## config.mk

```make
export PLATFORM = sky130hd
export DESIGN_NAME = romx_top
export DESIGN_NICKNAME = d
export VERILOG_FILES = /design/src/core/romx_pkg.sv /design/src/core/romx_cfg_if.sv /design/src/core/romx_pulse_timer.sv /design/src/core/romx_cfg_store.sv /design/src/core/romx_top.sv
export SDC_FILE = /design/constraint.sdc
export NUM_CORES = 1
export LEC_CHECK = 0
export BUFFER_PORTS_ARGS = -buffer_cell sky130_fd_sc_hd__buf_4
export CAP_MARGIN = 20
export CORE_MARGIN = 2
export CORE_UTILIZATION = 57
export DETAILED_ROUTE_END_ITERATION = 16
export GPL_ROUTABILITY_DRIVEN = 1
export GPL_TIMING_DRIVEN = 1
export HOLD_SLACK_MARGIN = 0.02
export PLACE_DENSITY = 0.79
export SETUP_SLACK_MARGIN = 0.2
export SYNTH_ARGS = -nofsm -noshare
export SYNTH_HDL_FRONTEND = slang
export SYNTH_SLANG_ARGS = --single-unit
```

## constraint.sdc

```tcl
create_clock -name core_clk -period 3.7 [get_ports core_clk]
set_input_delay 0.37 -clock core_clk [delete_from_list [all_inputs] [get_ports core_clk]]
set_output_delay 0.37 -clock core_clk [all_outputs]
set_load 0.005 [all_outputs]
```

## src/core/romx_pkg.sv

```systemverilog
// Shared constants of the relay output function multiplexer.
// Assumes one 200 MHz clock; all offsets are APB byte addresses.
package romx_pkg;

  // Geometry
  localparam int NUM_RELAY = 12;
  localparam int NUM_CFG = 7;
  localparam int SEL_W = 5;
  localparam int NODE_W = 8;
  localparam int KVA_W = 16;

  // Relay bit positions (output number minus one)
  localparam int RLY_GEN_CLOSE = 0;
  localparam int RLY_GEN_OPEN = 1;
  localparam int RLY_FUEL = 4;
  localparam int RLY_STARTER = 6;
  localparam int RLY_HORN = 8;
  localparam int CFG_RELAY_POS [NUM_CFG] = '{2, 3, 5, 7, 9, 10, 11};

  // Function selections
  localparam logic [SEL_W-1:0] FN_NONE = 5'h01;
  localparam logic [SEL_W-1:0] FN_BUS_TRIP = 5'h02;
  localparam logic [SEL_W-1:0] FN_PREGLOW = 5'h03;
  localparam logic [SEL_W-1:0] FN_IDLE_RATED = 5'h04;
  localparam logic [SEL_W-1:0] FN_AIR_SHUTOFF = 5'h05;
  localparam logic [SEL_W-1:0] FN_IGNITION = 5'h06;
  localparam logic [SEL_W-1:0] FN_SPEED_RAISE = 5'h07;
  localparam logic [SEL_W-1:0] FN_SPEED_LOWER = 5'h08;
  localparam logic [SEL_W-1:0] FN_VOLT_RAISE = 5'h09;
  localparam logic [SEL_W-1:0] FN_VOLT_LOWER = 5'h0A;
  localparam logic [SEL_W-1:0] FN_ENGINE_RUN = 5'h0B;
  localparam logic [SEL_W-1:0] FN_ENERGY_PULSE = 5'h0C;
  localparam logic [SEL_W-1:0] FN_AI3_ALARM = 5'h0D;
  localparam logic [SEL_W-1:0] FN_AI4_ALARM = 5'h0E;
  localparam logic [SEL_W-1:0] FN_GEN_ONLY = 5'h0F;
  localparam logic [SEL_W-1:0] FN_APPARENT_POWER_THRESHOLD_FLAG = 5'h10;
  localparam logic [SEL_W-1:0] FN_AI3_PRE = 5'h11;
  localparam logic [SEL_W-1:0] FN_AI4_PRE = 5'h12;
  localparam logic [SEL_W-1:0] FN_VISUAL = 5'h13;
  localparam logic [SEL_W-1:0] FN_SOFT_SD = 5'h14;
  localparam logic [SEL_W-1:0] FN_HARD_SD = 5'h15;
  localparam logic [SEL_W-1:0] FN_NODE_MISMATCH = 5'h16;
  localparam logic [SEL_W-1:0] FN_SELF_TEST = 5'h17;
  localparam logic [SEL_W-1:0] FN_MIN = FN_NONE;
  localparam logic [SEL_W-1:0] FN_MAX = FN_SELF_TEST;

  // Reset values, index 0 is output 3
  localparam logic [NUM_CFG-1:0][SEL_W-1:0] SEL_RST =
    {FN_HARD_SD, FN_SOFT_SD, FN_VISUAL, FN_IDLE_RATED, FN_PREGLOW, FN_BUS_TRIP, FN_NONE};
  localparam logic [NUM_CFG-1:0] POL_RST = 7'h00;
  localparam logic [NODE_W-1:0] NODE_EXP_RST = 8'h01;
  localparam logic [KVA_W-1:0] KVA_THR_RST = 16'hFFFF;

  // Register offsets
  localparam logic [11:0] OFS_CTRL = 12'h000;
  localparam logic [11:0] OFS_POL = 12'h004;
  localparam logic [11:0] OFS_NODE_EXP = 12'h008;
  localparam logic [11:0] OFS_STATUS = 12'h00C;
  localparam logic [11:0] OFS_KVA_THR = 12'h010;
  localparam logic [11:0] OFS_SEL0 = 12'h020;
  localparam logic [11:0] OFS_SEL_LAST = 12'h038;

  // Field positions
  localparam int CTRL_LOCK_BIT = 0;
  localparam int STAT_LATCH_LSB = 12;

  // Timing
  localparam longint CLK_KHZ = 200000;
  localparam longint AIR_SHUTOFF_MS = 5000;
  localparam longint ENERGY_PULSE_MS = 100;
  localparam longint AIR_SHUTOFF_CYC = AIR_SHUTOFF_MS * CLK_KHZ;
  localparam longint ENERGY_PULSE_CYC = ENERGY_PULSE_MS * CLK_KHZ;

  typedef enum logic [2:0] {
    BUS_IDLE = 3'b001,
    BUS_WAIT = 3'b010,
    BUS_DONE = 3'b100
  } romx_bus_state_t;

endpackage : romx_pkg

```

## src/core/romx_cfg_if.sv

```systemverilog
// Carrier between the bus front end and the configuration store.
// Assumes both ends share core_clk.
`timescale 1ns/1ps
`default_nettype none
interface romx_cfg_if;
  import romx_pkg::*;
  logic wrEn;
  logic [11:0] wrAddr;
  logic [31:0] wrData;
  logic wrOk;
  logic [NUM_CFG-1:0][SEL_W-1:0] sel;
  logic [NUM_CFG-1:0] pol;
  logic [NODE_W-1:0] nodeExp;
  logic [KVA_W-1:0] kvaThr;
  logic ioLock;

  modport front (output wrEn, wrAddr, wrData, ioLock, input wrOk, sel, pol, nodeExp, kvaThr);
  modport store (input wrEn, wrAddr, wrData, ioLock, output wrOk, sel, pol, nodeExp, kvaThr);
endinterface : romx_cfg_if
`default_nettype wire

```

## src/core/romx_pulse_timer.sv

```systemverilog
// One-shot timer: active for LEN cycles from the trigger, retriggerable.
// Assumes trig is synchronous to clk.
`timescale 1ns/1ps
`default_nettype none
module romx_pulse_timer #(
  parameter int CNT_W = 32,
  parameter logic [CNT_W-1:0] LEN = '1
) (
  // Clock and reset
  input wire logic clk,
  input wire logic rst,
  // Trigger and result
  input wire logic trig,
  output logic active
);
  typedef struct packed {
    logic [CNT_W-1:0] cnt;
    logic act;
  } romx_tmr_t;

  romx_tmr_t s_q, s_d;

  always_comb begin
    s_d = s_q;
    if (trig) begin
      s_d.cnt = LEN - 1'b1;
      s_d.act = 1'b1;
    end else if (s_q.act) begin
      if (s_q.cnt == '0) begin
        s_d.act = 1'b0;
      end else begin
        s_d.cnt = s_q.cnt - 1'b1;
      end
    end
  end

  always_ff @(posedge clk) begin
    if (rst) begin
      s_q <= '0;
    end else begin
      s_q <= s_d;
    end
  end

  assign active = s_q.act;
endmodule : romx_pulse_timer
`default_nettype wire

```

## src/core/romx_cfg_store.sv

```systemverilog
// Configuration store: selectors, polarity, node number, kVA threshold.
// Assumes writes arrive as single-cycle strobes from the bus front end.
`timescale 1ns/1ps
`default_nettype none
module romx_cfg_store
  import romx_pkg::*;
(
  // Clock and reset
  input wire logic clk,
  input wire logic rst,
  // Carrier
  romx_cfg_if.store cfg
);
  typedef struct packed {
    logic [NUM_CFG-1:0][SEL_W-1:0] sel;
    logic [NUM_CFG-1:0] pol;
    logic [NODE_W-1:0] nodeExp;
    logic [KVA_W-1:0] kvaThr;
  } romx_store_t;

  romx_store_t s_q, s_d;
  logic [SEL_W-1:0] newSel;
  logic selHit;
  logic [2:0] selIdx;
  logic addrOk;

  always_comb begin
    s_d = s_q;
    newSel = cfg.wrData[SEL_W-1:0];
    selHit = (cfg.wrAddr >= OFS_SEL0) && (cfg.wrAddr <= OFS_SEL_LAST) && (cfg.wrAddr[1:0] == 2'b00);
    selIdx = 3'((cfg.wrAddr - OFS_SEL0) >> 2);
    // Selection outside the enumeration is refused
    addrOk = (cfg.wrAddr == OFS_POL) || (cfg.wrAddr == OFS_NODE_EXP) ||
             (cfg.wrAddr == OFS_KVA_THR) || (selHit && newSel >= FN_MIN && newSel <= FN_MAX);
    cfg.wrOk = cfg.ioLock && addrOk;
    if (cfg.wrEn && cfg.wrOk) begin
      if (selHit) begin
        s_d.sel[selIdx] = newSel;
      end
      if (cfg.wrAddr == OFS_POL) begin
        s_d.pol = cfg.wrData[NUM_CFG-1:0];
      end
      if (cfg.wrAddr == OFS_NODE_EXP) begin
        s_d.nodeExp = cfg.wrData[NODE_W-1:0];
      end
      if (cfg.wrAddr == OFS_KVA_THR) begin
        s_d.kvaThr = cfg.wrData[KVA_W-1:0];
      end
    end
  end

  always_ff @(posedge clk) begin
    if (rst) begin
      s_q.sel <= SEL_RST;
      s_q.pol <= POL_RST;
      s_q.nodeExp <= NODE_EXP_RST;
      s_q.kvaThr <= KVA_THR_RST;
    end else begin
      s_q <= s_d;
    end
  end

  assign cfg.sel = s_q.sel;
  assign cfg.pol = s_q.pol;
  assign cfg.nodeExp = s_q.nodeExp;
  assign cfg.kvaThr = s_q.kvaThr;
endmodule : romx_cfg_store
`default_nettype wire

```

## src/core/romx_top.sv

```systemverilog
// Relay output function multiplexer: twelve relay drivers, APB registers.
// Assumes all status inputs are synchronous to core_clk.
//
// Operation
// - Outputs 1,2,5,7,9 carry fixed breaker, fuel, starter, horn functions.
// - Outputs 3,4,6,8,10,11,12 each hold a selector; defaults 1,2,3,4,19,20,21.
// - Several outputs may share one function; all driven alike, no error.
// - Configuration always readable; written only while I/O lock is set.
// - Selection 21 latches on hard shutdown until cleared from the log.
// - Selection 20 latches on soft or hard shutdown until cleared.
// - Selection 19 latches on visual or higher alarm until cleared.
// - Selection 12 pulses 100 ms per 100 kWh of generated energy.
// - Selection 5 runs 5 s after emergency stop or overspeed, no latch.
// - Selection 23 stays on whenever the controller operates.
// - Selection 22 shows network node number differs from expected.
// - Selection 16 shows apparent power above the threshold.
// - Selection 15 shows generator alone supplying the load.
// - Selections 13 and 14 show analog 3 and 4 alarms.
// - Selections 17 and 18 show analog 3 and 4 pre-alarms.
// - Selection 6 enables external ignition when ignition is needed.
// - Selection 4 drives the governor idle/rated command.
// - Selection 2 drives the bus breaker shunt trip.
// - Each configurable output has a polarity bit, reset to normally open.
`timescale 1ns/1ps
`default_nettype none
module romx_top
  import romx_pkg::*;
#(
  parameter int TMR_W = 32,
  parameter logic [TMR_W-1:0] AIR_CYC = TMR_W'(AIR_SHUTOFF_CYC),
  parameter logic [TMR_W-1:0] PULSE_CYC = TMR_W'(ENERGY_PULSE_CYC)
) (
  // Clock and reset
  input wire logic core_clk,
  input wire logic sys_rst,
  // APB slave
  input wire logic psel,
  input wire logic penable,
  input wire logic pwrite,
  input wire logic [11:0] paddr,
  input wire logic [31:0] pwdata,
  output logic [31:0] prdata,
  output logic pready,
  output logic pslverr,
  // Fixed function commands
  input wire logic genBreakerClose,
  input wire logic genBreakerOpen,
  input wire logic fuelSolenoid,
  input wire logic starterCmd,
  input wire logic hornCmd,
  // Selectable function sources
  input wire logic busTripCmd,
  input wire logic preglowCmd,
  input wire logic idleRatedCmd,
  input wire logic emergencyStop,
  input wire logic overspeedEvent,
  input wire logic ignitionCmd,
  input wire logic speedRaise,
  input wire logic speedLower,
  input wire logic voltRaise,
  input wire logic voltLower,
  input wire logic engineRunning,
  input wire logic energy_increment_pulse,
  input wire logic analog3_alarm_flag,
  input wire logic analog4AlarmFlag,
  input wire logic generator_only_supplying,
  input wire logic [KVA_W-1:0] apparentPowerKva,
  input wire logic analog3PreAlarm,
  input wire logic analog4PreAlarm,
  input wire logic visualAlarmEvent,
  input wire logic softShutdownEvent,
  input wire logic hardShutdownEvent,
  input wire logic alarmLogClear,
  input wire logic [NODE_W-1:0] nodeNumSeen,
  input wire logic nodeNumValid,
  input wire logic ctrlOperating,
  // Relay drivers
  output logic [NUM_RELAY-1:0] relayOut
);

  ////////////////////////////////////////////////////////////////////////////
  // State

  typedef struct packed {
    romx_bus_state_t bus;
    logic [31:0] rdata;
    logic ready;
    logic err;
    logic ioLock;
    // Alarm latches
    logic hardLatch;
    logic softLatch;
    logic visualLatch;
    // Triggers and relay image
    logic airTrig;
    logic energyTrig;
    logic [NUM_RELAY-1:0] relay;
  } romx_state_t;

  romx_state_t s_q, s_d;

  romx_cfg_if cfgBus ();

  logic airActive;
  logic pulseActive;
  logic [31:0] fnActive;
  logic [NUM_RELAY-1:0] relayNext;
  logic [31:0] readVal;
  logic readHit;
  logic accessCyc;
  logic setupCyc;

  ////////////////////////////////////////////////////////////////////////////
  // Function select decode, shared by every configurable output

  function automatic logic fn_pick(input logic [SEL_W-1:0] sel, input logic [31:0] fns);
    fn_pick = fns[sel];
  endfunction : fn_pick

  function automatic logic [11:0] sel_addr(input int idx);
    sel_addr = OFS_SEL0 + 12'(4 * idx);
  endfunction : sel_addr

  ////////////////////////////////////////////////////////////////////////////
  // Sub-blocks

  // Selectors, polarity, node number, threshold
  romx_cfg_store u_store (
    .clk (core_clk),
    .rst (sys_rst),
    .cfg (cfgBus.store)
  );

  // Retriggerable hold timers
  romx_pulse_timer #(
    .CNT_W (TMR_W),
    .LEN (AIR_CYC)
  ) u_air_tmr (
    .clk (core_clk),
    .rst (sys_rst),
    .trig (s_q.airTrig),
    .active (airActive)
  );

  romx_pulse_timer #(
    .CNT_W (TMR_W),
    .LEN (PULSE_CYC)
  ) u_energy_tmr (
    .clk (core_clk),
    .rst (sys_rst),
    .trig (s_q.energyTrig),
    .active (pulseActive)
  );

  ////////////////////////////////////////////////////////////////////////////
  // Bus front end wiring

  // Write lands one edge before pready is sampled
  assign setupCyc = psel && !penable;
  assign accessCyc = psel && penable && (s_q.bus == BUS_WAIT);
  assign cfgBus.wrEn = accessCyc && pwrite;
  assign cfgBus.wrAddr = paddr;
  assign cfgBus.wrData = pwdata;
  assign cfgBus.ioLock = s_q.ioLock;

  ////////////////////////////////////////////////////////////////////////////
  // Function sources, indexed by selection value

  always_comb begin
    fnActive = '0;
    fnActive[FN_NONE] = 1'b0;
    fnActive[FN_BUS_TRIP] = busTripCmd;
    fnActive[FN_PREGLOW] = preglowCmd;
    fnActive[FN_IDLE_RATED] = idleRatedCmd;
    fnActive[FN_AIR_SHUTOFF] = airActive;
    fnActive[FN_IGNITION] = ignitionCmd;
    fnActive[FN_SPEED_RAISE] = speedRaise;
    fnActive[FN_SPEED_LOWER] = speedLower;
    fnActive[FN_VOLT_RAISE] = voltRaise;
    fnActive[FN_VOLT_LOWER] = voltLower;
    fnActive[FN_ENGINE_RUN] = engineRunning;
    fnActive[FN_ENERGY_PULSE] = pulseActive;
    fnActive[FN_AI3_ALARM] = analog3_alarm_flag;
    fnActive[FN_AI4_ALARM] = analog4AlarmFlag;
    fnActive[FN_GEN_ONLY] = generator_only_supplying;
    fnActive[FN_APPARENT_POWER_THRESHOLD_FLAG] = apparentPowerKva > cfgBus.kvaThr;
    fnActive[FN_AI3_PRE] = analog3PreAlarm;
    fnActive[FN_AI4_PRE] = analog4PreAlarm;
    // Alarm latches
    fnActive[FN_VISUAL] = s_q.visualLatch;
    fnActive[FN_SOFT_SD] = s_q.softLatch;
    fnActive[FN_HARD_SD] = s_q.hardLatch;
    // Network and supervision
    fnActive[FN_NODE_MISMATCH] = nodeNumValid && (nodeNumSeen != cfgBus.nodeExp);
    fnActive[FN_SELF_TEST] = ctrlOperating;
  end

  ////////////////////////////////////////////////////////////////////////////
  // Relay map

  always_comb begin
    relayNext = '0;
    // Fixed outputs ignore selectors
    relayNext[RLY_GEN_CLOSE] = genBreakerClose;
    relayNext[RLY_GEN_OPEN] = genBreakerOpen;
    relayNext[RLY_FUEL] = fuelSolenoid;
    relayNext[RLY_STARTER] = starterCmd;
    relayNext[RLY_HORN] = hornCmd;

    for (int i = 0; i < NUM_CFG; i++) begin
      // Independent decode per output, so shared selections need no arbitration
      relayNext[CFG_RELAY_POS[i]] = fn_pick(cfgBus.sel[i], fnActive) ^ cfgBus.pol[i];
    end
  end

  ////////////////////////////////////////////////////////////////////////////
  // Register read mux

  always_comb begin
    // No read side effects
    readVal = '0;
    readHit = 1'b1;
    case (paddr)
      OFS_CTRL: readVal[CTRL_LOCK_BIT] = s_q.ioLock;
      OFS_POL: readVal[NUM_CFG-1:0] = cfgBus.pol;
      OFS_NODE_EXP: readVal[NODE_W-1:0] = cfgBus.nodeExp;
      OFS_KVA_THR: readVal[KVA_W-1:0] = cfgBus.kvaThr;
      OFS_STATUS: begin
        readVal[NUM_RELAY-1:0] = s_q.relay;
        readVal[STAT_LATCH_LSB +: 3] = {s_q.hardLatch, s_q.softLatch, s_q.visualLatch};
      end
      default: begin
        // SEL words
        readHit = 1'b0;
        for (int i = 0; i < NUM_CFG; i++) begin
          if (paddr == sel_addr(i)) begin
            readVal[SEL_W-1:0] = cfgBus.sel[i];
            readHit = 1'b1;
          end
        end
      end
    endcase
  end

  ////////////////////////////////////////////////////////////////////////////
  // Next state

  always_comb begin
    s_d = s_q;
    s_d.ready = 1'b0;
    s_d.err = 1'b0;

    // One wait state, one-cycle ready
    case (s_q.bus)
      BUS_IDLE: begin
        if (setupCyc) begin
          s_d.bus = BUS_WAIT;
        end
      end
      BUS_WAIT: begin
        if (accessCyc) begin
          s_d.bus = BUS_DONE;
          s_d.ready = 1'b1;
          s_d.rdata = pwrite ? '0 : readVal;
          if (pwrite) begin
            // CTRL always writable
            if (paddr == OFS_CTRL) begin
              s_d.ioLock = pwdata[CTRL_LOCK_BIT];
            end else begin
              s_d.err = !cfgBus.wrOk;
            end
          end else begin
            s_d.err = !readHit;
          end
        end else if (!psel) begin
          s_d.bus = BUS_IDLE;
        end
      end
      BUS_DONE: begin
        s_d.bus = setupCyc ? BUS_WAIT : BUS_IDLE;
      end
      default: s_d.bus = BUS_IDLE;
    endcase

    // Set wins over a clear arriving in the same cycle
    if (alarmLogClear) begin
      s_d.hardLatch = 1'b0;
      s_d.softLatch = 1'b0;
      s_d.visualLatch = 1'b0;
    end
    if (hardShutdownEvent) begin
      s_d.hardLatch = 1'b1;
    end

    if (hardShutdownEvent || softShutdownEvent) begin
      s_d.softLatch = 1'b1;
    end

    if (visualAlarmEvent || softShutdownEvent || hardShutdownEvent) begin
      s_d.visualLatch = 1'b1;
    end

    // Registered triggers
    s_d.airTrig = emergencyStop || overspeedEvent;
    s_d.energyTrig = energy_increment_pulse;

    // Polarity already applied
    s_d.relay = relayNext;
  end

  ////////////////////////////////////////////////////////////////////////////
  // Registers

  always_ff @(posedge core_clk) begin
    if (sys_rst) begin
      s_q.bus <= BUS_IDLE;
      s_q.rdata <= '0;
      s_q.ready <= 1'b0;
      s_q.err <= 1'b0;
      s_q.ioLock <= 1'b0;
      s_q.hardLatch <= 1'b0;
      s_q.softLatch <= 1'b0;
      s_q.visualLatch <= 1'b0;
      s_q.airTrig <= 1'b0;
      s_q.energyTrig <= 1'b0;
      s_q.relay <= '0;
    end else begin
      s_q <= s_d;
    end
  end

  // Outputs straight from flops
  assign prdata = s_q.rdata;
  assign pready = s_q.ready;
  assign pslverr = s_q.err;
  assign relayOut = s_q.relay;

endmodule : romx_top
`default_nettype wire

```

==> flow_summary.toml, run 1 <==
[finish]
post-route-util = 0.655
most_common_cell_after_layout_fill_and_taps_aside = "dfxtp_1"
most-common-layout-cells = "171 x dfxtp_1, 126 x buf_4, 124 x nor2_1"
drive_gt1_frac = 0.175
design.final.nets = 1350
flow.area_growth_from_synthesis_pct = 12.0
number_of_fill_cells_in_the_layout = 1433
antenna_diodes = 0

[placement]
place_congestion = 0.934
post-dp-hpwl_um = 19400
port_buffers = 114
preCtsSetupSlack_ns = 0.746

[pwr]
p_leak_nw = 4.45
vdd.ir_drop.worst_uv = 351
cellPowerDensity_nw_per_um2 = 375

[floorplanning]
die_area_um2 = 19000
dieWidth_um = 138
ios = 147
core_region_area_um2 = 17400
die_height_um = 138
fp-row-count = 48
floorplan.initialDensity = 0.585

[run_status]
result_of_the_run = "completed"

[logic_synthesis]
synth_top_cell_by_area = "dfxtp_1"
ys_top_cells_by_area = "dfxtp_1 34%, mux2i_1 6.2%, mux4_2 5.5%"
post-synth-top-area-fraction = 0.336
synth-edff-count = 0
synth.cell_area_um2 = 10200
yosysSeqAreaShare = 0.336
synth.avg_cell_area_um2 = 8.53
synth.distinct_cells = 80
postSynthCellCount = 1195
synth_ff_type = "dfxtp_1"
synth_seq_cells = 171
asyncSetResetFlopFracSynth = 0
synth.yosys.warnings = 0

[setup_path]
timing.critical_path.to_type = "register"
cp_cell_sequence = "inv_1 > ha_1 > a21oi_1 > o21ai_0 > a2111oi_0 > a21boi_1 > a221oi_1 > mux2_2"
worstPathArrival_ns = 3.29
setup.worst_path.start_class = "register"
crit_path_max_incr_delay_ns = 0.73
worst_path_max_delay_cell = "a221oi_1"
crit_path_max_fanout = 7
crit_required_ns = 4.03
critical_path_class = "reg2reg"

[routing]
drt_first_pass_iters = 5
drt_iter0_markers = 920
post-route-drc-count = 0
vias = 9419
vias_per_cell = 6.42
routedWlPerCell_um = 19.0
route.antenna.remaining_nets = 0
finalWirelength_um = 27900

[cts]
cts_post_setup_buffers_inserted = 0
cts_tree = "yes"
number_of_sinks_handled_by_clock_tree_synthesis = 171
clk_transition_reported_paths_ns = 0.07
cts_resized = 0
clock_tree.root_cell = "clkbuf_16"
ctsHtreeMaxLevel = 4
cts.path.max_buffers = 2
insertion_delay_ns = 0.44
cts-buffers-inserted = 17
cts_hold_buffers = 0

[global_route]
antenna_found_initial = 0
track_usage = 0.300
first_global_vias = 8743
grt_pass1_wl_um = 44700
grt_max_degree = 65
grt_overflow_total = 0

[sta]
finClkSkew_ns = 0.00801
layout_setup_ws_ns = 0.741
max_freq_mhz = 338
finalWorstPathRequiredPeriod_ns = 2.96
final_period_utilization = 0.800
max_slew.worst_pin.slew_ns = 0.883
finalSetupTns_ns = 0
slew-limit-headroom = 0.410
slew_violations = 0
rsz0062_at_grt = "no"
hold_viol_final = 0
setup_viol = 0

[job]
cap_violations = 0

[hold_path]
min_path_type = "in2reg"
==> cells by family after synthesis <==
logic type               count (synthesis)  synth area share
AND/OR/NAND/NOR                        434             0.220
AO/OA/AOI/OAI                          257             0.162
flip-flops                             171             0.336
buffers and inverters                  151            0.0739
multiplexers                           102             0.133
XOR/XNOR                                61            0.0524
adder cells (fa/ha/maj)                 18            0.0221
other                                    1          0.000368
==> final timing paths <==
kind / to / cells past startpoint / slack [ns] / startpoint
max: relayOut[7] / 8 / 0.74 / u_store.cfg.kvaThr[7]
min: s_q[53] / 2 / 0.14 / penable
max reg2reg: relayOut[7] / 8 / 0.74 / u_store.cfg.kvaThr[7]
min reg2reg: prdata[14] / 2 / 0.46 / prdata[14]
==> layout make-up <==
cell class | count | area (µm²) | share of cell area
Multi-Input combinational cell | 888 | 6070 | 0.532
Sequential cell | 171 | 3420 | 0.300
Timing Repair Buffer | 126 | 946 | 0.0829
Clock buffer | 19 | 453 | 0.0397
Tap cell | 225 | 282 | 0.0247
Clock inverter | 12 | 134 | 0.0117
Inverter | 27 | 101 | 0.00888
==> cell usage after synthesis, drive strengths merged, types with 3 or more instances <==
| cell | instances |
|---|---|
| or4 | 7 |
| o21ai | 33 |
| nor4 | 26 |
| buf | 60 |
| a221oi | 9 |
| ha | 18 |
| mux4 | 25 |
| or3 | 13 |
| a32o | 3 |
| mux2 | 14 |
| nand2 | 92 |
| inv | 26 |
| nor3b | 10 |
| a21o | 4 |
| and2 | 4 |
| nor2b | 36 |
| a2111oi | 7 |
| o41ai | 3 |
| dfxtp | 171 |
| a32oi | 4 |
| clkbuf | 64 |
| nand3 | 36 |
| nor2 | 126 |
| nand3b | 4 |
| o211ai | 15 |
| xnor2 | 41 |
| and3 | 5 |
| nor3 | 26 |
| a21oi | 102 |
| nand4 | 16 |
| a22o | 10 |
| or2 | 3 |
| a31oi | 5 |
| nand2b | 16 |
| xor2 | 20 |
| o22ai | 10 |
| a211o | 3 |
| a22oi | 9 |
| a211oi | 24 |
| mux2i | 63 |
==> power breakdown <==
group	switching, mW	internal, mW
Sequential	0.0616	1.89
Clock	0.770	1.03
Combinational	0.295	0.229
Total	1.13	3.15
==> flip-flops by register name (all words and copies together), names as in the netlist, 5 cells and up <==
name                 count
u_store.cfg.sel         35
s_q                      5
u_store.cfg.pol          7
u_energy_tmr.s_q        32
prdata                  16
relayOut                12
u_air_tmr.s_q           32
u_store.cfg.nodeExp      8
u_store.cfg.kvaThr      16
==> layer usage <==
metal  vias to the layer above  wire, µm  track usage  share of wire
met4                         0       760        0.113          0.027
met5                         -         0            0              0
met2                       526     12700        0.473           0.46
met3                        64      2690       0.0585          0.096
li1                       4338         -            -              -
met1                      4491     11700        0.407           0.42
==> metrics by stage <==
stage | area [µm²] | std cells | power [mW] | hold slack (ns)
3_5_place_dp | 10800 | 1437 | 2.50 | 0.449
2_1_floorplan | 10200 | 1210 | 2.33 | 0.427
3_3_place_gp | 10800 | 1437 | 2.48 | 0.439
6_report | 11400 | 1468 | 4.28 | 0.135
5_1_grt | 11400 | 1468 | 4.41 | 0.147
4_1_cts | 11400 | 1468 | 4.27 | 0.135
==> worst max-delay path, delay by kind of cell, from the launching register on <==
kind                       cells  cell delay, ns
AOI/OAI and AO/OA              5            1.71
muxes                          1            0.41
DFF                            1            0.34
adders and majority gates      1            0.31
buffers and inverters          1            0.07
(Power assumes the default switching activity.)
==> run 2: changes to the inputs <==
- clock period: 3.7 -> 2.9 ns (I/O delays scaled with it)
==> run 2 against run 1 <==
  * Via count decreased by 1.3%
  * Sequential power increased by 28%
  * Register-to-register slack got worse by 0.39 ns
  * Clock-buffer cell count increased by 2
  * Largest power group unchanged
  * Largest cell class unchanged
==> flow_summary.toml, run 2 (synthesis results as in run 1) <==
[run_status]
result_of_the_run = "completed"

[cts]
clock_tree.root_cell = "clkbuf_16"
cts-buffers-inserted = 17
insertion_delay_ns = 0.44
clk_transition_reported_paths_ns = 0.07
cts_hold_buffers = 0
cts.path.max_buffers = 2
cts_post_setup_buffers_inserted = 0
cts_tree = "yes"
number_of_sinks_handled_by_clock_tree_synthesis = 171
ctsHtreeMaxLevel = 4

[sta]
final_period_utilization = 0.880
hold_viol_final = 0
setup_viol = 0
finClkSkew_ns = 0.00863
max_freq_mhz = 392
finalWorstPathRequiredPeriod_ns = 2.55
holdWs_ns = 0.0619
rsz0062_at_grt = "no"
finalSetupTns_ns = 0
slew_violations = 0
slew-limit-headroom = 0.376
max_slew.worst_pin.slew_ns = 0.928

[finish]
registers.top_by_ff_count = "u_store.cfg.sel"
drive_gt1_frac = 0.191
post-route-util = 0.665
design.final.nets = 1372
most-common-layout-cells = "171 x dfxtp_1, 148 x buf_4, 124 x nor2_1"
combined_area_of_the_multi_input_logic_cells_um2 = 6090
final-seq-area_um2 = 3420
most_common_cell_after_layout_fill_and_taps_aside = "dfxtp_1"
antenna_diodes = 0
largest_reg_flops = 35
number_of_fill_cells_in_the_layout = 1449
flow.area_growth_from_synthesis_pct = 13.7
regs_by_ff_count = "u_store.cfg.sel (35), u_air_tmr.s_q (32), u_energy_tmr.s_q (32)"

[routing]
drt_iter0_markers = 975
finalWirelength_um = 27800
vias_per_cell = 6.24
vias = 9297
drt_first_pass_iters = 6
route.antenna.remaining_nets = 0
routedWlPerCell_um = 18.7
post-route-drc-count = 0

[setup_path]
cp_cell_sequence = "inv_1 > ha_1 > a21oi_1 > o21ai_0 > a2111oi_2 > a21boi_2 > a221oi_1 > mux2_2"
setup.worst_path.start_class = "register"
timing.critical_path.to_type = "register"
worstPathArrival_ns = 2.88
crit_path_max_fanout = 7
worst_path_max_delay_cell = "a221oi_1"
crit_required_ns = 3.23
crit_path_max_incr_delay_ns = 0.44
critical_path_class = "reg2reg"

[floorplanning]
floorplan.initialDensity = 0.585
core_region_area_um2 = 17400
fp-row-count = 48
ios = 147
die_area_um2 = 19000
die_height_um = 138
dieWidth_um = 138

[global_route]
antenna_found_initial = 0
grt_max_degree = 70
global_route.usage.met1 = 0.421
grt_busiest_layer = "met2"
track_usage = 0.301
first_global_vias = 8645
grt.met3_usage = 0.0545
groute.layer.met2.usage = 0.462
grt_pass1_wl_um = 44600
grt_overflow_total = 0

[hold_path]
min_path_type = "in2reg"

[pwr]
p_leak_nw = 4.56
vdd.ir_drop.worst_uv = 465
cellPowerDensity_nw_per_um2 = 467
power_mw = 5.41

[placement]
port_buffers = 114
post-dp-hpwl_um = 19600
place_congestion = 0.983

[job]
cap_violations = 0
[run 2: changes by cell type in the layout (fill, tap and decap cells not counted), moves of 2 or more]
| cell | change |
|---|---|
| clkinv_2 | -2 |
| clkinv_4 | +4 |
| inv_6 | -3 |
| buf_4 | +22 |
[run 2: final timing paths]
kind              depth (start not counted)  slack (ns)     endpoint                  start
setup / recovery                          8        0.35  relayOut[3]  u_store.cfg.kvaThr[7]
hold / removal                            2        0.06      s_q[53]                penable
setup reg to reg                          8        0.35  relayOut[3]  u_store.cfg.kvaThr[7]
hold reg to reg                           2        0.48   prdata[15]             prdata[15]
[run 2: critical path, delay by kind of cell (launching register included)]
family / cells / cell delay, ns
adders and majority gates: 1 / 0.30
AOI/OAI and AO/OA: 5 / 1.38
DFF: 1 / 0.33
muxes: 1 / 0.38
buffers and inverters: 1 / 0.06
[run 2: repair_timing]
| item | 4_1_cts | 5_1_grt |
|---|---|---|
| endpoints found under the hold margin | 0 | 0 |
| endpoints found under the setup margin | 1 | 7 |
| resized for setup | 1 | 3 |
[run 2: power by group]
group | switching (mW) | internal [mW]
Clock | 0.986 | 1.26
Sequential | 0.0779 | 2.41
Combinational | 0.370 | 0.300
[run 2: per-stage QoR]
step / setup slack [ns] / cells / cell area, µm²
floorplan: 0.727 / 1210 / 10200
global placement: 0.177 / 1459 / 11000
detailed placement: 0.147 / 1459 / 11000
CTS: 0.183 / 1491 / 11600
global route: 0.204 / 1491 / 11600
finish: 0.348 / 1491 / 11600
[run 2: cell type report]
class | count | share of cell area
clock buffer | 21 | 0.0406
clock inverter | 11 | 0.00951
inverter | 27 | 0.00875
multi-input combinational | 888 | 0.525
sequential | 171 | 0.296
tap | 225 | 0.0243
timing repair buffer | 148 | 0.0959
[run 2: per-layer routing]
layer,up-vias,wire (µm)
met3,72,2640
met4,0,725
met5,-,0
met1,4336,11900
met2,494,12500
li1,4395,-
